`src/pkg/clkd_params.svh`:
```
// Constants for the clock divider control block
`ifndef CLKD_PARAMS_SVH
`define CLKD_PARAMS_SVH

// ----------------------------------------
// Word widths
// ----------------------------------------
`define CLKD_WORD_W        9
`define CLKD_SHIFT_W       18

// ----------------------------------------
// Mode word field positions
// ----------------------------------------
`define CLKD_REF_SRC_BIT   0
`define CLKD_BYP_ALL_BIT   1
`define CLKD_PRE_BYP_BIT   2
`define CLKD_PRE_RAT_BIT   3
`define CLKD_PIN_FN_BIT    4
`define CLKD_TAP_DIS_BIT   5

// ----------------------------------------
// Factory contents of the stored words, and the divider offset
// ----------------------------------------
`define CLKD_MODE_DEFAULT  9'h010
`define CLKD_RATIO_DEFAULT 9'h000
`define CLKD_DIV_OFFSET    2

`endif

```
`src/pkg/clkd_pkg.sv`:
```
// Types for the clock divider control block
package clkd_pkg;

    // ----------------------------------------
    // Mode word layout
    // ----------------------------------------
    typedef struct packed {
        logic [2:0] zero_bits;
        logic       tap_dis;
        logic       pin_func;
        logic       pre_ratio;
        logic       pre_byp;
        logic       byp_all;
        logic       ref_src;
    } clkd_mode_t;

    typedef struct packed {
        clkd_mode_t mode;
        logic [8:0] ratio;
    } clkd_cfg_t;

    // ----------------------------------------
    // State machines
    // ----------------------------------------
    typedef enum logic [3:0] {
        CLKD_ST_STRAP = 4'h1,
        CLKD_ST_LOAD  = 4'h2,
        CLKD_ST_PROG  = 4'h4,
        CLKD_ST_RUN   = 4'h8
    } clkd_state_t;

    typedef enum logic [3:0] {
        CLKD_PW_ON   = 4'h1,
        CLKD_PW_GATE = 4'h2,
        CLKD_PW_TAP  = 4'h4,
        CLKD_PW_OFF  = 4'h8
    } clkd_pwr_t;

endpackage : clkd_pkg

```
`src/design/clkd_prescaler.sv`:
```
// Divide-by-2 or divide-by-4 prescaler on a sampled clock level
`timescale 1ns/1ps
module clkd_prescaler (
    input  wire logic ref_clk,
    input  wire logic rst_b,
    input  wire logic clk_en,
    input  wire logic clk_in,
    input  wire logic div2,
    output logic      clk_out
);
    logic in_d_r;
    logic half_r;

    // ----------------------------------------
    // Edge detect and toggle
    // ----------------------------------------
    always_ff @(posedge ref_clk or negedge rst_b)
    begin
        if (!rst_b)
        begin
            in_d_r  <= 1'b0;
            half_r  <= 1'b0;
            clk_out <= 1'b0;
        end
        else if (clk_en)
        begin
            in_d_r <= clk_in;
            if (clk_in && !in_d_r)
            begin
                half_r <= ~half_r;
                if (div2 || half_r)
                    clk_out <= ~clk_out;
            end
        end
    end

endmodule : clkd_prescaler

```
`src/design/clkd_divider.sv`:
```
// Programmable divide-by-(ratio+2) counter with synchronous clear
`timescale 1ns/1ps
`include "clkd_params.svh"
module clkd_divider #(
    parameter int RW = `CLKD_WORD_W
) (
    input  wire logic          ref_clk,
    input  wire logic          rst_b,
    input  wire logic          clk_en,
    input  wire logic          clk_in,
    input  wire logic          clr,
    input  wire logic [RW-1:0] ratio,
    output logic               div_out
);
    logic          in_d_r;
    logic          idle_r;
    logic [RW:0]   cnt_r;
    logic [RW:0]   cnt_nxt;
    logic [RW:0]   div_len;
    logic [RW:0]   hi_len;

    assign div_len = {1'b0, ratio} + (RW+1)'(`CLKD_DIV_OFFSET);
    assign hi_len  = div_len - (div_len >> 1);
    assign cnt_nxt = (cnt_r == div_len - (RW+1)'(1)) ? '0 : cnt_r + (RW+1)'(1);

    // ----------------------------------------
    // Period counter
    // ----------------------------------------
    always_ff @(posedge ref_clk or negedge rst_b)
    begin
        if (!rst_b)
        begin
            in_d_r  <= 1'b0;
            idle_r  <= 1'b1;
            cnt_r   <= '0;
            div_out <= 1'b0;
        end
        else if (clk_en)
        begin
            in_d_r <= clk_in;
            if (clr)
            begin
                idle_r  <= 1'b1;
                cnt_r   <= '0;
                div_out <= 1'b0;
            end
            else if (clk_in && !in_d_r)
            begin
                idle_r  <= 1'b0;
                cnt_r   <= idle_r ? '0 : cnt_nxt;
                div_out <= idle_r ? 1'b1 : (cnt_nxt < hi_len);
            end
        end
    end

endmodule : clkd_divider

```
`src/design/clkd_top.sv`:
```
// Clock reference select, prescaler, divider, gating and power-down control
// ----------------------------------------
// Notes on behaviour
// - Gate input high lets the divided clock run freely.
// - Gate low holds divided pin low, at once or at its next fall.
// - While gated off, oscillator keeps running and divider counters are cleared.
// - After gate returns high, first divided edge within one to two master periods.
// - Pin function one and pin low: gate output, then tap, then stop oscillator.
// - Pin function zero: pin high picks internal, pin low picks external reference.
// - Tap carries the reference mux output, ignores gate, stops cleanly at power-down.
// - Tap disable bit at one turns the tap off for good.
// - Settings change only through programming then a later operating power-up.
// - Configuration is a 9-bit mode word and a 9-bit ratio word.
// - With pin function one, reference source bit one picks external, zero picks internal.
// - Bypass-all bit routes master clock straight out, ratio ignored.
// - Bypass-all with internal reference also skips the prescaler.
// - Prescaler bypass bit one skips prescaler, zero inserts it.
// - Prescaler ratio zero divides by four, one divides by two.
// - External reference without bypass-all is divided by ratio only.
// - Divided pin is an output except at power-down and in programming mode, where it takes data.
// - Operating power-up loads stored words before any clock is made.
// - Divider divides by stored ratio plus two, 2 to 513.
// - Tap disable zero drives master clock on tap, one floats it.
// - Gate input is sampled on master clock rises before gating the divider.
// ----------------------------------------
`timescale 1ns/1ps
`include "clkd_params.svh"
module clkd_top #(
    parameter int W = `CLKD_WORD_W
) (
    input  wire logic        ref_clk,
    input  wire logic        rst_b,
    input  wire logic        nvm_init_b,
    input  wire logic        clk_en,
    input  wire logic        prog_mode_strap,
    input  wire logic        output_gate,
    input  wire logic        dual_use_control_pin,
    input  wire logic        ext_reference_pin,
    input  wire logic        div_clk_pin_in,
    input  wire logic        prog_bit_strobe,
    input  wire logic        prog_write_cmd,
    output logic             div_clk_pin_out,
    output logic             div_clk_pin_oe,
    output logic             reference_clock_tap,
    output logic             reference_clock_tap_oe,
    output clkd_pkg::clkd_cfg_t active_cfg,
    output logic             osc_running,
    output logic             prog_active
);

    // ----------------------------------------
    // Declarations
    // ----------------------------------------
    clkd_pkg::clkd_state_t state_r;
    clkd_pkg::clkd_state_t state_nxt;
    clkd_pkg::clkd_pwr_t   pw_r;
    clkd_pkg::clkd_pwr_t   pw_nxt;
    clkd_pkg::clkd_mode_t  nvm_mode_r;
    logic [W-1:0]          nvm_ratio_r;
    clkd_pkg::clkd_mode_t  mode;
    logic [`CLKD_SHIFT_W-1:0] shift_r;
    logic                  run;
    logic                  pd_req;
    logic                  int_osc_r;
    logic                  ext_lvl_r;
    logic                  pre_out;
    logic                  int_clk;
    logic                  sel_ext_want;
    logic                  sel_ext_r;
    logic                  mclk;
    logic                  mclk_d_r;
    logic                  mclk_rise;
    logic                  gate_smp_r;
    logic                  gate_eff;
    logic                  byp_gate_r;
    logic                  div_out;
    logic                  div_clr;
    logic                  out_nxt;
    logic                  tap_on;

    assign mode        = active_cfg.mode;
    assign run         = (state_r == clkd_pkg::CLKD_ST_RUN);
    assign prog_active = (state_r == clkd_pkg::CLKD_ST_PROG);

    // ----------------------------------------
    // Power-up sequencer
    // ----------------------------------------
    always_comb
    begin
        state_nxt = state_r;
        case (state_r)
            clkd_pkg::CLKD_ST_STRAP:
                state_nxt = prog_mode_strap ? clkd_pkg::CLKD_ST_PROG
                                            : clkd_pkg::CLKD_ST_LOAD;
            clkd_pkg::CLKD_ST_LOAD:
                state_nxt = clkd_pkg::CLKD_ST_RUN;
            clkd_pkg::CLKD_ST_PROG:
                state_nxt = clkd_pkg::CLKD_ST_PROG;
            clkd_pkg::CLKD_ST_RUN:
                state_nxt = clkd_pkg::CLKD_ST_RUN;
            default:
                state_nxt = clkd_pkg::CLKD_ST_STRAP;
        endcase
    end

    always_ff @(posedge ref_clk or negedge rst_b)
    begin
        if (!rst_b)
            state_r <= clkd_pkg::CLKD_ST_STRAP;
        else if (clk_en)
            state_r <= state_nxt;
    end

    // ----------------------------------------
    // Programming shift path and stored words
    // ----------------------------------------
    always_ff @(posedge ref_clk or negedge rst_b)
    begin
        if (!rst_b)
            shift_r <= '0;
        else if (clk_en && prog_active && prog_bit_strobe)
            shift_r <= {shift_r[`CLKD_SHIFT_W-2:0], div_clk_pin_in};
    end

    always_ff @(posedge ref_clk or negedge nvm_init_b)
    begin
        if (!nvm_init_b)
        begin
            nvm_mode_r  <= `CLKD_MODE_DEFAULT;
            nvm_ratio_r <= `CLKD_RATIO_DEFAULT;
        end
        else if (clk_en && prog_active && prog_write_cmd)
        begin
            nvm_mode_r  <= shift_r[`CLKD_SHIFT_W-1:W];
            nvm_ratio_r <= shift_r[W-1:0];
        end
    end

    // ----------------------------------------
    // Working configuration
    // ----------------------------------------
    always_ff @(posedge ref_clk or negedge rst_b)
    begin
        if (!rst_b)
            active_cfg <= '0;
        else if (clk_en && state_r == clkd_pkg::CLKD_ST_LOAD)
        begin
            active_cfg.mode           <= nvm_mode_r;
            active_cfg.mode.zero_bits <= 3'h0;
            active_cfg.ratio          <= nvm_ratio_r;
        end
    end

    // ----------------------------------------
    // Power-down sequencer
    // ----------------------------------------
    assign pd_req = run && mode.pin_func && !dual_use_control_pin;

    always_comb
    begin
        pw_nxt = pw_r;
        case (pw_r)
            clkd_pkg::CLKD_PW_ON:
                if (pd_req)
                    pw_nxt = clkd_pkg::CLKD_PW_GATE;
            // Release the pin only with no high phase pending
            clkd_pkg::CLKD_PW_GATE:
                if (!pd_req)
                    pw_nxt = clkd_pkg::CLKD_PW_ON;
                else if (!div_clk_pin_out && !out_nxt)
                    pw_nxt = clkd_pkg::CLKD_PW_TAP;
            clkd_pkg::CLKD_PW_TAP:
                if (!reference_clock_tap && !mclk)
                    pw_nxt = clkd_pkg::CLKD_PW_OFF;
            clkd_pkg::CLKD_PW_OFF:
                if (!pd_req)
                    pw_nxt = clkd_pkg::CLKD_PW_ON;
            default:
                pw_nxt = clkd_pkg::CLKD_PW_ON;
        endcase
    end

    always_ff @(posedge ref_clk or negedge rst_b)
    begin
        if (!rst_b)
            pw_r <= clkd_pkg::CLKD_PW_ON;
        else if (clk_en)
            pw_r <= pw_nxt;
    end

    assign osc_running = run && (pw_r != clkd_pkg::CLKD_PW_OFF);

    // ----------------------------------------
    // Reference sources
    // ----------------------------------------
    // Internal oscillator, stopped at power-down
    always_ff @(posedge ref_clk or negedge rst_b)
    begin
        if (!rst_b)
            int_osc_r <= 1'b0;
        else if (clk_en)
            int_osc_r <= osc_running ? ~int_osc_r : 1'b0;
    end

    // External level, parked low at power-down
    always_ff @(posedge ref_clk or negedge rst_b)
    begin
        if (!rst_b)
            ext_lvl_r <= 1'b0;
        else if (clk_en)
            ext_lvl_r <= osc_running ? ext_reference_pin : 1'b0;
    end

    clkd_prescaler u_pre (
        .ref_clk (ref_clk),
        .rst_b   (rst_b),
        .clk_en  (clk_en),
        .clk_in  (int_osc_r),
        .div2    (mode.pre_ratio),
        .clk_out (pre_out)
    );

    assign int_clk = (mode.byp_all || mode.pre_byp) ? int_osc_r : pre_out;

    // ----------------------------------------
    // Reference select mux
    // ----------------------------------------
    assign sel_ext_want = mode.pin_func ? mode.ref_src
                                        : !dual_use_control_pin;

    always_ff @(posedge ref_clk or negedge rst_b)
    begin
        if (!rst_b)
            sel_ext_r <= 1'b0;
        else if (clk_en && (state_r == clkd_pkg::CLKD_ST_LOAD))
            sel_ext_r <= nvm_mode_r.pin_func ? nvm_mode_r.ref_src
                                             : !dual_use_control_pin;
        else if (clk_en && !int_clk && !ext_lvl_r)
            sel_ext_r <= sel_ext_want;
    end

    assign mclk = sel_ext_r ? ext_lvl_r : int_clk;

    // ----------------------------------------
    // Gate sampling
    // ----------------------------------------
    always_ff @(posedge ref_clk or negedge rst_b)
    begin
        if (!rst_b)
            mclk_d_r <= 1'b0;
        else if (clk_en)
            mclk_d_r <= mclk;
    end

    assign mclk_rise = mclk && !mclk_d_r;

    always_ff @(posedge ref_clk or negedge rst_b)
    begin
        if (!rst_b)
            gate_smp_r <= 1'b0;
        else if (clk_en && mclk_rise)
            gate_smp_r <= output_gate;
    end

    assign gate_eff = gate_smp_r && run && (pw_r == clkd_pkg::CLKD_PW_ON);

    // Bypass gate, changes only while master clock low
    always_ff @(posedge ref_clk or negedge rst_b)
    begin
        if (!rst_b)
            byp_gate_r <= 1'b0;
        else if (clk_en && !mclk)
            byp_gate_r <= gate_eff;
    end

    // ----------------------------------------
    // Programmable divider
    // ----------------------------------------
    assign div_clr = !run || (!gate_eff && !div_out);

    clkd_divider #(
        .RW (W)
    ) u_div (
        .ref_clk (ref_clk),
        .rst_b   (rst_b),
        .clk_en  (clk_en),
        .clk_in  (mclk),
        .clr     (div_clr),
        .ratio   (active_cfg.ratio),
        .div_out (div_out)
    );

    // ----------------------------------------
    // Divided output pin
    // ----------------------------------------
    assign out_nxt = mode.byp_all ? (mclk && byp_gate_r)
                                  : div_out;

    always_ff @(posedge ref_clk or negedge rst_b)
    begin
        if (!rst_b)
            div_clk_pin_out <= 1'b0;
        else if (clk_en)
            div_clk_pin_out <= run ? out_nxt : 1'b0;
    end

    // Pin released in programming mode and power-down
    always_ff @(posedge ref_clk or negedge rst_b)
    begin
        if (!rst_b)
            div_clk_pin_oe <= 1'b0;
        else if (clk_en)
            div_clk_pin_oe <= (state_nxt == clkd_pkg::CLKD_ST_LOAD) ||
                              ((state_nxt == clkd_pkg::CLKD_ST_RUN) &&
                               ((pw_nxt == clkd_pkg::CLKD_PW_ON) ||
                                (pw_nxt == clkd_pkg::CLKD_PW_GATE)));
    end

    // ----------------------------------------
    // Reference tap
    // ----------------------------------------
    assign tap_on = run && !mode.tap_dis &&
                    (pw_r != clkd_pkg::CLKD_PW_OFF);

    always_ff @(posedge ref_clk or negedge rst_b)
    begin
        if (!rst_b)
            reference_clock_tap <= 1'b0;
        else if (clk_en)
            reference_clock_tap <= tap_on && mclk;
    end

    always_ff @(posedge ref_clk or negedge rst_b)
    begin
        if (!rst_b)
            reference_clock_tap_oe <= 1'b0;
        else if (clk_en)
            reference_clock_tap_oe <= tap_on && (pw_nxt != clkd_pkg::CLKD_PW_OFF);
    end

endmodule : clkd_top

```
`config.mk`:
```
export PLATFORM = sky130hd
export DESIGN_NAME = clkd_top
export DESIGN_NICKNAME = d
export VERILOG_FILES = /design/src/pkg/clkd_pkg.sv /design/src/design/clkd_prescaler.sv /design/src/design/clkd_divider.sv /design/src/design/clkd_top.sv
export VERILOG_INCLUDE_DIRS = /design/src /design/src/pkg
export SDC_FILE = /design/constraint.sdc
export NUM_CORES = 1
export LEC_CHECK = 0
export ABC_AREA = 0
export BUFFER_PORTS_ARGS = -buffer_cell sky130_fd_sc_hd__buf_2
export CAP_MARGIN = 20
export CORE_MARGIN = 10
export CORE_UTILIZATION = 45
export CTS_BUF_LIST = sky130_fd_sc_hd__clkbuf_16
export DETAILED_ROUTE_END_ITERATION = 10
export PLACE_DENSITY = 0.65
export SLEW_MARGIN = 25
export SYNTH_ARGS = -nofsm -noshare
export SYNTH_HDL_FRONTEND = slang
export SYNTH_SLANG_ARGS = --single-unit
```
`constraint.sdc`:
```
create_clock -name ref_clk -period 10.8 [get_ports ref_clk]
set_input_delay 1.62 -clock ref_clk [delete_from_list [all_inputs] [get_ports ref_clk]]
set_output_delay 1.62 -clock ref_clk [all_outputs]
set_load 0.05 [all_outputs]
```
* After elaboration in Yosys (flattened, before gate mapping) *
Cells that the tools add are included.

word-level totals
  register bits after elaboration = 78
  bits in latches = 0
  bits in writable memories = 0
  memory bits (read-only) = 0
  input bits = 11
  word-level logic and storage cells = 131
  memories = 0

operators by class
  add/sub/neg operators = 4
  multipliers = 0
  divide/modulo/power cells = 0
  $lt $le $gt $ge = 1
  eq/ne operators = 15
  shifts and indexed selects = 0
  multiplexer cells = 27
  bitwise operators = 3
  reductions and logical operators = 48

operators by type and width
  operator                                             number
  2-to-1 mux 10 bit                                    4
  logical AND 1 bit                                    24
  2-to-1 mux 4 bit                                     5
  equality test 4 x 2 -> 1 bit, second input constant  4
  one-hot mux 4 bit (4 select lines)                   1
  2-to-1 mux 1 bit                                     15
  zero test 1 bit                                      13
  equality test 4 x 1 -> 1 bit, second input constant  3
  equality test 4 bit, second input constant           3
  one-hot mux 4 bit (3 select lines)                   1
  adder 10 x 1 -> 10 bit, second input constant        1
  adder 9 x 2 -> 10 bit, second input constant         1
  equality test 10 bit                                 1
  less-than comparator 10 bit                          1
  subtractor 10 x 1 -> 10 bit, second input constant   1
  subtractor 10 x 9 -> 10 bit                          1
  equality test 4 x 3 -> 1 bit, second input constant  2
  != test 4 bit, second input constant                 2
  logical OR 1 bit                                     5
  AND reduction 2 bit                                  2
  nonzero test 2 bit                                   2
  2-to-1 mux 3 bit                                     1
  NOT 1 bit                                            3
  AND reduction 3 bit                                  1
  OR reduction 2 bit                                   1

* Longest topological paths before layout *
Gate-level depths: netlist (run 1).

  depth after elaboration = 14
  mapped depth = 19
  depth with buffers taken out = 18

* Hierarchy *
A second synthesis (run 1) with hierarchy kept.

unflattened totals
  cell total of the unflattened synthesis = 459
  area, all modules = 4947.2 um2

by module, submodules not included
  module          times used  cells each  area an instance (um2)
  clkd_top        1           215         2919.0
  clkd_divider    1           233         1903.1
  clkd_prescaler  1           11          125.1

* Worst setup path after synthesis (run 1) *
Ideal clock, no wire load.

  path type = flip-flop to flip-flop
  start = register active_cfg[1] (netlist name)
  end = register u_div.div_out
  data arrival time = 4209 ps
  path slack = 6509 ps
  stages on the path, launching flop included = 20
  path buffers = 1
  cell sequence = dfrtp_1 ha_1 nand3_1 xor2_1 ha_1 nand3_1 a21boi_0 xnor2_1 xnor2_4 nand4_1 clkbuf_1 o21a_1 ha_1 a21oi_1 o21ai_0 a21o_1 a21oi_1 o21ai_0 a221o_1 a31oi_1

on the way
  word-level cells in the longest chain between the ends = 8

RTL lines
  what                           line                text
  adder 9 x 2 -> 10 bit *        clkd_divider.sv:22  assign div_len = {1'b0, ratio} + (RW+1)'(`CLKD_DIV_OFFSET);
  subtractor 10 x 1 -> 10 bit    clkd_divider.sv:24  assign cnt_nxt = (cnt_r == div_len - (RW+1)'(1)) ? '0 : cnt_r + (RW+1)'(1);
  equality test 10 bit           clkd_divider.sv:24
  2-to-1 mux 10 bit              clkd_divider.sv:24
  less-than comparator 10 bit *  clkd_divider.sv:51  div_out <= idle_r ? 1'b1 : (cnt_nxt < hi_len);
  2-to-1 mux 1 bit *             clkd_divider.sv:51
  2-to-1 mux 1 bit *             clkd_divider.sv:47  else if (clk_in && !in_d_r)
  2-to-1 mux 1 bit *             clkd_divider.sv:41  if (clr)
  end signal: assignment         clkd_divider.sv:51
  end: declaration               clkd_divider.sv:13  output logic div_out

Every way passes the cells marked *; elsewhere a longest branch is shown, timed or not. The select of a mux whose other input is x is not followed.
A chain may end at the register's enable or synchronous reset.

* Worst setup path in the final report (run 1) *
  start = register active_cfg[1] (netlist name)
  end = register u_div.div_out

on the way
  word-level cells in the longest chain between the ends = 8

RTL lines
  what                           line
  adder 9 x 2 -> 10 bit *        clkd_divider.sv:22
  subtractor 10 x 1 -> 10 bit    clkd_divider.sv:24
  equality test 10 bit           clkd_divider.sv:24
  2-to-1 mux 10 bit              clkd_divider.sv:24
  less-than comparator 10 bit *  clkd_divider.sv:51
  2-to-1 mux 1 bit *             clkd_divider.sv:51
  2-to-1 mux 1 bit *             clkd_divider.sv:47
  2-to-1 mux 1 bit *             clkd_divider.sv:41

Marked as above.

==> key figures, run 1 <==
Status
  • Status: finished clean

Synth
  • Mapped Area: 4790 sq um
  • Post-synthesis simple-gate area fraction: around 15%
  • Compound-gate portion of the synthesized area: ~11%
  • Post-Synth Adder-Cell Area: between 7 and 8%
  • Sequential area share after synthesis: around 41%
  • Post-synth ARST share: between 90% and 100%
  • Warnings from Yosys: 0
  • Largest family of logic cells by synthesized area: simple AND/OR/NAND/NOR gates
  • Most used flip-flop cell after synthesis: dfrtp_1
  • Yosys cell types: 62
  • #FFs+latches synth: 78
  • Mux cell area share after synthesis: a little under an eighth
  • Avg Inst Size Synth: roughly 10 sq um
  • Synthesized instance count: 460
  • Xor and xnor fraction of the mapped netlist area: 8.90%
  • Number of flops mapped to enable cells by yosys: 0

Min path
  • Hold crit path type: reg -> reg
  • Worst hold stages: 1
  • Hold path startpoint: u_pre.half_r
  • Hold Crit Endpoint: u_pre.half_r

GRT
  • Tot GR Track Use: between 10% and 20%
  • Initial antenna violation count: 0
  • Largest net degree at the start of global routing: 64
  • Vias in the first global route: ~3400
  • First-pass GRT wire length: between 15 and 20 mm
  • Global route total overflow: 0

STA
  • Final Hold Fails: 0
  • Final worst slack: ~6.3 ns
  • Setup tns final: 0 ns
  • Fin Clk Skew: between 0.004 and 0.005 ns
  • Tmin final: 4.51 ns
  • Final period util: between 40% and 50%
  • Final setup fails: 0
  • Max-slew violations: 0
  • RSZ-0062 raised after global routing: no
  • F_max: around 220 MHz
  • Max_slew headroom: a little under half
  • Slew @ Worst Pin: roughly 0.8 ns

Critical path
  • R2R Setup Slk: about 6.3 ns
  • Worst R2R Start: active_cfg[1]
  • Crit Path Class: reg -> reg
  • Startpoint types: flop
  • CP endpoint kind: flop
  • Worst r2r dst: u_div.div_out
  • Reg2Reg Depth: 18
  • Worst endpoint required time: ~11 ns
  • Critical Path AT: roughly 4.8 ns
  • Worst Path Max Fanout: 12

Clocking
  • TritonCTS Buffers: 9
  • CTS max path bufs: 2
  • Setup Buffers After CTS: 0
  • # hold bufs at CTS: 0
  • CTS tree: done
  • H-Tree Depth: 3
  • Post-CTS Resized: 0
  • TritonCTS sink count: between 70 and 80
  • Clock Latency Late Sink: 0.33 ns
  • CTS root buf: clkbuf_16
  • Clock-pin slew on the worst setup and hold paths: 0.06 ns

Floorplan
  • Initial Utilization: between 40 and 50%
  • Core area: between 10000 and 15000 sq um
  • Boundary pin count: 35
  • Full die area: around 15000 sq um
  • Die Wd: 123 um
  • Die Y: roughly 120 um
  • Std-Cell Rows: 37

Power and ir drop
  • Total Power: 1130 uW
  • Leak: roughly 0.0025 uW
  • Power per standard cell area: 210 nW/um^2
  • Peak VDD IR: approximately 0.00015 V

Cells and area
  • Synth-to-Final Area Change: 11.8%
  • Final Cell Area: between 5000 and 6000 sq um
  • Most common cell after layout, fill and taps aside: dfrtp_1
  • Ant. Diodes: 0
  • Share of layout cells above drive strength 1: a little under a quarter
  • Nets: 527
  • Commonest non-fill, non-tap cells in the layout: 74 x dfrtp_1, 48 x mux2_2, 37 x nand2_1, 31 x buf_2
  • Fillcell total: approximately 950

Detailed routing
  • Post-route ant nets: 0
  • WL/cell: around 16 um
  • Drt drc: 0
  • Vias/cell: approximately 5.4
  • TritonRoute pass-1 iters: 4
  • WL final: around 10 mm
  • Via count: about 3400
  • Drt initial violations: approximately 130

Placed design
  • Detail Placement HPWL: between 7 and 8 mm
  • GPL Wtd Cong: 0.918
  • Port Buffers: 31
  • DP Area: 5040 sq um
  • Pre-CTS setup slack: roughly 6.3 ns

Flow run
  • MaxCap Viol Count: 0
-- power breakdown --
group / leakage [uW] / internal [uW] / switching [uW]
logic: 0.00134 / 181 / 240
registers: 0.00105 / 339 / 46.2
clock network: 0.000154 / 203 / 117
-- critical path, cell delays in order (launching register included) --
cell	delay [ns]
dfrtp_1	0.53
ha_1	0.32
nand3_1	0.12
xor2_1	0.37
ha_1	0.22
nand3_1	0.11
a21boi_0	0.24
xnor2_1	0.25
xnor2_4	0.16
nand4_1	0.40
o21a_1	0.25
ha_1	0.30
a21oi_1	0.14
o21ai_0	0.09
a21o_1	0.18
a21oi_1	0.13
o21ai_0	0.13
a221o_1	0.34
a31oi_1	0.13
-- layer usage --
metal  routed length, um  share of wire (%)  up-vias  global-route usage [%]
met5                   0                  0        -                       0
met4                 174                1.8        0                    4.22
met3                 321                3.3       15                    3.28
met2                4750                 49       48                    21.8
met1                4510                 46     1646                    16.8
li1                    -                  -     1671                       -
-- state kept, by name, summed over array words and instances (netlist names), 4 cells and up --
register	cells
u_div.cnt_r	10
nvm_mode_r	6
state_r	4
pw_r	4
shift_r	15
nvm_ratio_r	9
active_cfg	15
-- cell type report --
cell class / count / area, sq um / area share (%)
Tap cell: 136 / 170 / 3.17
Inverter: 29 / 109 / 2.03
Sequential cell: 78 / 1960 / 36.5
Timing Repair Buffer: 32 / 163 / 3.03
Clock inverter: 7 / 96.3 / 1.80
Multi-Input combinational cell: 336 / 2640 / 49.3
Clock buffer: 9 / 225 / 4.20
-- per-stage QoR --
| step | util [%] | instances | hold WS [ns] |
|---|---|---|---|
| after floorplan | - | 462 | 0.436 |
| after global placement | 48.6 | 611 | 0.448 |
| after detailed placement | 48.6 | 611 | 0.459 |
| after CTS | 51.7 | 627 | 0.465 |
| after global routing | 51.7 | 627 | 0.479 |
| final | 51.7 | 627 | 0.464 |
-- worst max path at each step --
| stage | start | to | slack (ns) | depth (start not counted) |
|---|---|---|---|---|
| 2_1_floorplan | active_cfg[1] | u_div.div_out | 6.51 | 19 |
| 3_3_place_gp | active_cfg[1] | u_div.div_out | 6.45 | 18 |
| 3_5_place_dp | active_cfg[1] | u_div.div_out | 6.31 | 18 |
| 4_1_cts | active_cfg[1] | u_div.div_out | 6.26 | 18 |
| 5_1_grt | active_cfg[1] | u_div.div_out | 5.88 | 18 |
| 6_report | active_cfg[1] | u_div.div_out | 6.29 | 18 |
-- synth_stat cells (4+ instances only) --
library cell  count  share of area (%)
dfrtp_1          74                 39
nand4_1           4               0.52
xor2_1           11                2.0
dfstp_2           4                2.2
o21bai_1          4               0.63
a31oi_1           5               0.65
and3_1            6               0.78
o21ai_0          17                1.8
inv_1            29                2.3
buf_2             4               0.42
nand2_1          37                2.9
o21a_1            6               0.94
nand3_1          22                2.3
nor4_1            5               0.65
clkbuf_1         10               0.78
buf_4             5               0.78
nor2b_1           9                1.2
a21oi_1          14                1.5
mux2_2           48                 11
nor2_1           22                1.7
xnor2_1          20                3.7
o211ai_1          7                1.1
ha_1             30                7.8
o21ai_1           4               0.42
and2_1            4               0.52
nor3_1            5               0.52
-- logic make-up (layout without fill, tap and decap cells) --
| family | after synthesis | in the layout |
|---|---|---|
| adder cells (fa/ha/maj) | 30 | 30 |
| AND/OR/NAND/NOR | 134 | 134 |
| buffers and inverters | 48 | 77 |
| XOR/XNOR | 38 | 38 |
| AO/OA/AOI/OAI | 80 | 80 |
| multiplexers | 51 | 51 |
| other | 1 | 3 |
| flip-flops | 78 | 78 |
Power figures use the tool's default switching activity.
==> run 2, diff against run 1 <==
Clock period 10.8 ns to 4.6 ns, I/O delays scaled along.
==> key figures, run 2 (same netlist as run 1, synthesis figures left out) <==
Detailed routing
  • WL final: 10.1 mm (+3.4%)
  • Via count: 3410 (+0.89%)
  • Drt initial violations: 203 (+61%)
  • Vias/cell: 5.41 (+0.41%)
  • TritonRoute pass-1 iters: 4 (unchanged)
  • WL/cell: 16.0 um (+2.9%)
  • Post-route ant nets: 0 (unchanged)
  • Drt drc: 0 (unchanged)

Cells and area
  • Commonest non-fill, non-tap cells in the layout: 74 x dfrtp_1, 48 x mux2_2, 37 x nand2_1, 31 x buf_2
  • Final Cell Area: 5360 sq um (about the same)
  • Most common cell after layout, fill and taps aside: dfrtp_1
  • Largest regs: active_cfg: 15 flops, shift_r: 15 flops, u_div.cnt_r: 10 flops
  • Ant. Diodes: 0 (unchanged)
  • Share of layout cells above drive strength 1: 24.3% (+0.46 points)
  • Multi-input gate area: 2640 sq um (unchanged)
  • Nets: 530 (+0.57%)
  • Storage cell area: 1960 sq um (unchanged)
  • Synth-to-Final Area Change: 11.8% (about the same)
  • Fillcell total: 981 (+3.6%)

Floorplan
  • Die Wd: 123 um (unchanged)
  • Full die area: 15200 sq um (unchanged)
  • Boundary pin count: 35 (unchanged)
  • Die Y: 123 um (unchanged)
  • Std-Cell Rows: 37 (unchanged)
  • Core area: 10400 sq um (unchanged)
  • Initial Utilization: 46.2% (unchanged)

Critical path
  • Worst Path Max Fanout: 6 (-6)
  • CP Cell Sequence: ha_1 > nand3_1 > xor2_1 > ha_1 > nand4b_1 > xor2_1 > xnor3_1 > nor2_2 > nand4_1 > o21a_1 > ha_1 > a21oi_1 > o21ai_0 > a21o_1 > a21oi_1 > o21ai_0 > a221o_1 > a31oi_1
  • Startpoint types: flop
  • Crit path max-delay family: compound AO/OA/AOI/OAI gates
  • Worst R2R Start: active_cfg[1]
  • Critical Path AT: 4.36 ns (-0.40 ns)
  • Reg2Reg Depth: 18 (unchanged)
  • Max incr delay on CP: 0.39 ns (-0.14 ns)
  • Worst endpoint required time: 4.85 ns (-6.20 ns)
  • Worst r2r dst: u_div.div_out
  • Crit Path Class: reg -> reg
  • R2R Setup Slk: 0.49 ns (-5.80 ns)
  • CP max-delay cell: xor2_1
  • Count of buffer and inverter cells on the critical path: 0 (unchanged)
  • Worst path most repeated cell: ha_1
  • CP endpoint kind: flop

Power and ir drop
  • Leak: 0.00256 uW (+0.34%)
  • Peak VDD IR: 0.000394 V (+170%)
  • Net Sw Frac: 36.8% (+0.97 points)
  • Power per standard cell area: 488 nW/um^2 (+130%)
  • Logic pwr share: 38.7% (+1.3 points)
  • Internal power: 1650 uW (+130%)
  • Register share of total power: 34.3% (about the same)
  • Sw Pwr: 963 uW (+140%)
  • Clock power frac: 27.1% (-1.3 points)

Clocking
  • Post-CTS Resized: 0 (unchanged)
  • TritonCTS sink count: 78 (unchanged)
  • H-Tree Depth: 3 (unchanged)
  • # hold bufs at CTS: 0 (unchanged)
  • CTS tree: done
  • CTS root buf: clkbuf_16
  • TritonCTS Buffers: 9 (unchanged)
  • CTS max path bufs: 2 (unchanged)
  • Clock Latency Late Sink: 0.33 ns (about the same)
  • Setup Buffers After CTS: 0 (unchanged)
  • Clock-pin slew on the worst setup and hold paths: 0.06 ns (about the same)

STA
  • Setup tns final: 0 ns (unchanged)
  • Slew @ Worst Pin: 0.825 ns (+0.0113 ns)
  • RSZ-0062 raised after global routing: no
  • Final Hold Fails: 0 (unchanged)
  • Final setup fails: 0 (unchanged)
  • Final period util: 89.4% (+48 points)
  • Max_slew headroom: 44.9% (-0.89 points)
  • F_max: 243 MHz (+9.7%)
  • Fin Clk Skew: 0.00486 ns (+0.000496 ns)
  • Tmin final: 4.11 ns (-0.398 ns)
  • Max-slew violations: 0 (unchanged)

Placed design
  • Detail Placement HPWL: 7.57 mm (+4.1%)
  • Port Buffers: 31 (unchanged)
  • GPL Wtd Cong: 0.917 (-0.15%)
  • DP Area: 5060 sq um (+0.45%)

GRT
  • Largest net degree at the start of global routing: 43 (-33%)
  • Initial antenna violation count: 0 (unchanged)
  • Tot GR Track Use: 13.7% (+0.42 points)
  • Vias in the first global route: 3337 (-1.6%)
  • First-pass GRT wire length: 16.7 mm (+2.2%)
  • Global route total overflow: 0 (unchanged)

Min path
  • Hold crit path type: in -> async

Flow run
  • MaxCap Viol Count: 0 (unchanged)

Status
  • Status: finished clean
[run 2: cell count changes in the layout (fill, tap and decap cells not counted)]
cell,change
buf_4,+3
bufinv_16,-1
clkinv_2,+1
clkinvlp_4,-1
clkinv_4,+1
[run 2: how the worst max path moves through the flow]
| stage | slack, ns | cells past startpoint | start | endpoint |
|---|---|---|---|---|
| after floorplan | 0.31 | 19 | active_cfg[1] | u_div.div_out |
| after global placement | 0.61 | 18 | active_cfg[1] | u_div.div_out |
| after detailed placement | 0.48 | 18 | active_cfg[1] | u_div.div_out |
| after CTS | 0.46 | 18 | active_cfg[1] | u_div.div_out |
| after global routing | 0.09 | 18 | active_cfg[2] | u_div.div_out |
| final | 0.49 | 18 | active_cfg[1] | u_div.div_out |
[run 2: per-layer routing]
layer | track usage [%] | part of all wire [%]
met4 | 4.15 | 1.4
met2 | 22.5 | 49
met3 | 3.24 | 3.1
met1 | 17.5 | 47
met5 | 0 | 0
[run 2: layout make-up]
cell class,count,area share (%)
inverter,29,2.03
timing repair buffer,35,3.46
sequential,78,36.5
tap,136,3.18
clock inverter,7,1.35
clock buffer,9,4.20
multi-input combinational,336,49.3
[run 2: per-stage QoR]
stage / utilization [%] / cells / power [uW] / setup WS [ns] / hold WS, ns
finish: 51.7 / 630 / 2620 / 0.488 / 0.263
global route: 51.7 / 630 / 2810 / 0.0942 / 0.268
CTS: 51.7 / 630 / 2640 / 0.458 / 0.268
detailed placement: 48.8 / 614 / 1920 / 0.482 / 0.459
global placement: 48.8 / 614 / 1900 / 0.610 / 0.449
floorplan: - / 462 / 1670 / 0.309 / 0.394
[run 2: power groups by stage]
stage          Clock [uW]  Combinational (uW)  Sequential, uW
6_report              709                1010             897
5_1_grt               754                1140             914
4_1_cts               725                1020             897
3_5_place_dp            0                1010             908
3_3_place_gp            0                 996             903
2_1_floorplan           0                 744             923
[run 2: worst reg2reg max path, cell delays in order (launching register included)]
cell and delay (ns):
dfrtp_1 0.38, ha_1 0.27, nand3_1 0.10, xor2_1 0.39
ha_1 0.23, nand4b_1 0.15, xor2_1 0.20, xnor3_1 0.25
nor2_2 0.17, nand4_1 0.29, o21a_1 0.21, ha_1 0.30
a21oi_1 0.14, o21ai_0 0.09, a21o_1 0.18, a21oi_1 0.12
o21ai_0 0.12, a221o_1 0.33, a31oi_1 0.14
==> run 3, diff against run 2 <==
Settings changed: PLACE_DENSITY 0.65 to 0.61.
==> key figures, run 3 (same netlist as run 1, synthesis figures left out) <==
Critical path
  • R2R Setup Slk: 0.46 ns (-0.03 ns)
  • Worst path most repeated cell: ha_1
  • Crit path max-delay family: compound AO/OA/AOI/OAI gates
  • Worst Path Max Fanout: 7 (+1)
  • Count of buffer and inverter cells on the critical path: 0 (unchanged)
  • CP Cell Sequence: ha_1 > nand3_1 > xor2_1 > ha_1 > nand3_1 > a21boi_0 > xnor2_1 > xnor2_4 > nand4_1 > o21a_1 > ha_1 > a21oi_1 > o21ai_0 > a21o_1 > a21oi_1 > o21ai_0 > a221o_1 > a31oi_1
  • Max incr delay on CP: 0.47 ns (+0.08 ns)
  • Crit Path Class: reg -> reg
  • Critical Path Start: active_cfg[2]
  • Startpoint types: flop
  • Worst R2R Start: active_cfg[2]
  • CP endpoint kind: flop
  • Worst r2r dst: u_div.div_out
  • Worst endpoint required time: 4.86 ns (about the same)
  • Reg2Reg Depth: 18 (unchanged)
  • Critical Path AT: 4.40 ns (+0.04 ns)
  • CP max-delay cell: dfrtp_1

STA
  • Final Hold Fails: 0 (unchanged)
  • Tmin final: 4.14 ns (+0.0263 ns)
  • Max-slew violations: 0 (unchanged)
  • Setup tns final: 0 ns (unchanged)
  • Slew @ Worst Pin: 0.820 ns (-0.00520 ns)
  • RSZ-0062 raised after global routing: no
  • Final setup fails: 0 (unchanged)
  • WHS: 0.251 ns (-0.0128 ns)
  • F_max: 242 MHz (-0.63%)
  • Fin Clk Skew: 0.00677 ns (+0.00191 ns)
  • Final period util: 90.0% (+0.57 points)
  • Max_slew headroom: 45.0% (+0.11 points)

GRT
  • Vias in the first global route: 3401 (+1.9%)
  • First-pass GRT wire length: 17.2 mm (+2.9%)
  • Global route total overflow: 0 (unchanged)
  • Initial antenna violation count: 0 (unchanged)
  • Tot GR Track Use: 14.0% (+0.34 points)
  • Largest net degree at the start of global routing: 34 (-21%)

Detailed routing
  • WL/cell: 16.2 um (+0.93%)
  • Drt drc: 0 (unchanged)
  • Post-route ant nets: 0 (unchanged)
  • WL final: 10.2 mm (+0.93%)
  • Drt initial violations: 187 (-7.9%)
  • Vias/cell: 5.39 (-0.50%)
  • TritonRoute pass-1 iters: 4 (unchanged)
  • Via count: 3393 (-0.50%)

Floorplan
  • Full die area: 15200 sq um (unchanged)
  • Core area: 10400 sq um (unchanged)
  • Initial Utilization: 46.2% (unchanged)
  • Std-Cell Rows: 37 (unchanged)
  • Die Wd: 123 um (unchanged)
  • Boundary pin count: 35 (unchanged)
  • Die Y: 123 um (unchanged)

Cells and area
  • Share of layout cells above drive strength 1: 24.5% (+0.20 points)
  • Commonest non-fill, non-tap cells in the layout: 74 x dfrtp_1, 48 x mux2_2, 37 x nand2_1, 31 x buf_2, 30 x ha_1
  • Ant. Diodes: 0 (unchanged)
  • Largest regs: active_cfg: 15 flops, shift_r: 15 flops, u_div.cnt_r: 10 flops
  • Most common cell after layout, fill and taps aside: dfrtp_1
  • Nets: 530 (unchanged)
  • Fillcell total: 952 (-3.0%)
  • Synth-to-Final Area Change: 12.1%

Clocking
  • CTS max path bufs: 2 (unchanged)
  • CTS tree: done
  • H-Tree Depth: 3 (unchanged)
  • CTS root buf: clkbuf_16
  • # hold bufs at CTS: 0 (unchanged)
  • Clock-pin slew on the worst setup and hold paths: 0.07 ns (about the same)
  • Post-CTS Resized: 0 (unchanged)
  • Setup Buffers After CTS: 0 (unchanged)
  • TritonCTS Buffers: 9 (unchanged)
  • TritonCTS sink count: 78 (unchanged)
  • Clock Latency Late Sink: 0.34 ns (about the same)

Power and ir drop
  • Net Sw Frac: 37.1% (+0.29 points)
  • Sw Pwr: 979 uW (+1.7%)
  • Power per standard cell area: 491 nW/um^2 (+0.64%)
  • Peak VDD IR: 0.000283 V (-28%)
  • Internal power: 1660 uW (+0.45%)
  • Register share of total power: 34.3% (about the same)
  • Clock power frac: 28.0% (+0.9 points)
  • Leak: 0.00256 uW (about the same)
  • Logic pwr share: 37.6% (-1.1 points)

Min path
  • Hold crit path type: in -> async

Placed design
  • Detail Placement HPWL: 7.68 mm (+1.5%)
  • Port Buffers: 31 (unchanged)
  • GPL Wtd Cong: 1.00 (+9.4%)

Status
  • Status: finished clean

Flow run
  • MaxCap Viol Count: 0 (unchanged)
-- run 3: cell types whose count changed in the layout (fill, tap and decap cells not counted) --
cell | before | now
clkinv_4 | 1 | 0
clkinvlp_4 | 1 | 2
clkinv_2 | 1 | 0
inv_6 | 2 | 1
inv_8 | 0 | 3
inv_1 | 30 | 29
-- run 3: worst max-delay path by stage --
stage                          to  slack, ns  cells past startpoint
floorplan           u_div.div_out       0.31                     19
global placement    u_div.div_out       0.65                     18
detailed placement  u_div.div_out       0.46                     18
CTS                 u_div.div_out       0.42                     18
global route        u_div.div_out      0.006                     18
finish              u_div.div_out       0.46                     18
-- run 3: cell type report --
type	count	area [sq um]	area share [%]
flip-flops and latches	78	1960	36.4
well taps	136	170	3.17
multi-input cells	336	2640	49.1
repair buffers	35	185	3.45
clock buffers	9	225	4.19
clock inverters	7	87.6	1.63
inverters	29	109	2.03
-- run 3: routing by layer --
metal	share of wire, %	GRT usage, %	up-vias	wire length (um)
met4	1.2	4.44	0	127
li1	-	-	1678	-
met5	0	0	-	0
met1	48	18.5	1646	4860
met2	48	22.2	54	4850
met3	3.3	3.46	15	337
-- run 3: per-stage QoR --
step | setup slack (ns) | std cells | utilization [%] | area (sq um) | total power [uW]
2_1_floorplan | 0.309 | 462 | - | 4800 | 1670
3_3_place_gp | 0.653 | 614 | 48.8 | 5060 | 1890
3_5_place_dp | 0.463 | 614 | 48.8 | 5060 | 1920
4_1_cts | 0.417 | 630 | 51.8 | 5370 | 2670
5_1_grt | 0.00630 | 630 | 51.8 | 5370 | 2820
6_report | 0.462 | 630 | 51.8 | 5370 | 2640
-- run 3: power by group through the flow --
stage / clock [uW] / sequential (uW) / combinational, uW
5_1_grt: 796 / 923 / 1100
6_report: 740 / 907 / 994
3_5_place_dp: 0 / 923 / 996
4_1_cts: 759 / 910 / 1000
2_1_floorplan: 0 / 923 / 744
3_3_place_gp: 0 / 915 / 979
-- run 3: worst register-to-register path, stage by stage (launching register included) --
cell and delay, ns:
dfrtp_1 0.47, ha_1 0.30, nand3_1 0.11, xor2_1 0.38, ha_1 0.23, nand3_1 0.11, a21boi_0 0.30, xnor2_1 0.26
xnor2_4 0.17, nand4_1 0.17, o21a_1 0.15, ha_1 0.30, a21oi_1 0.13, o21ai_0 0.09, a21o_1 0.18, a21oi_1 0.13
o21ai_0 0.10, a221o_1 0.33, a31oi_1 0.14
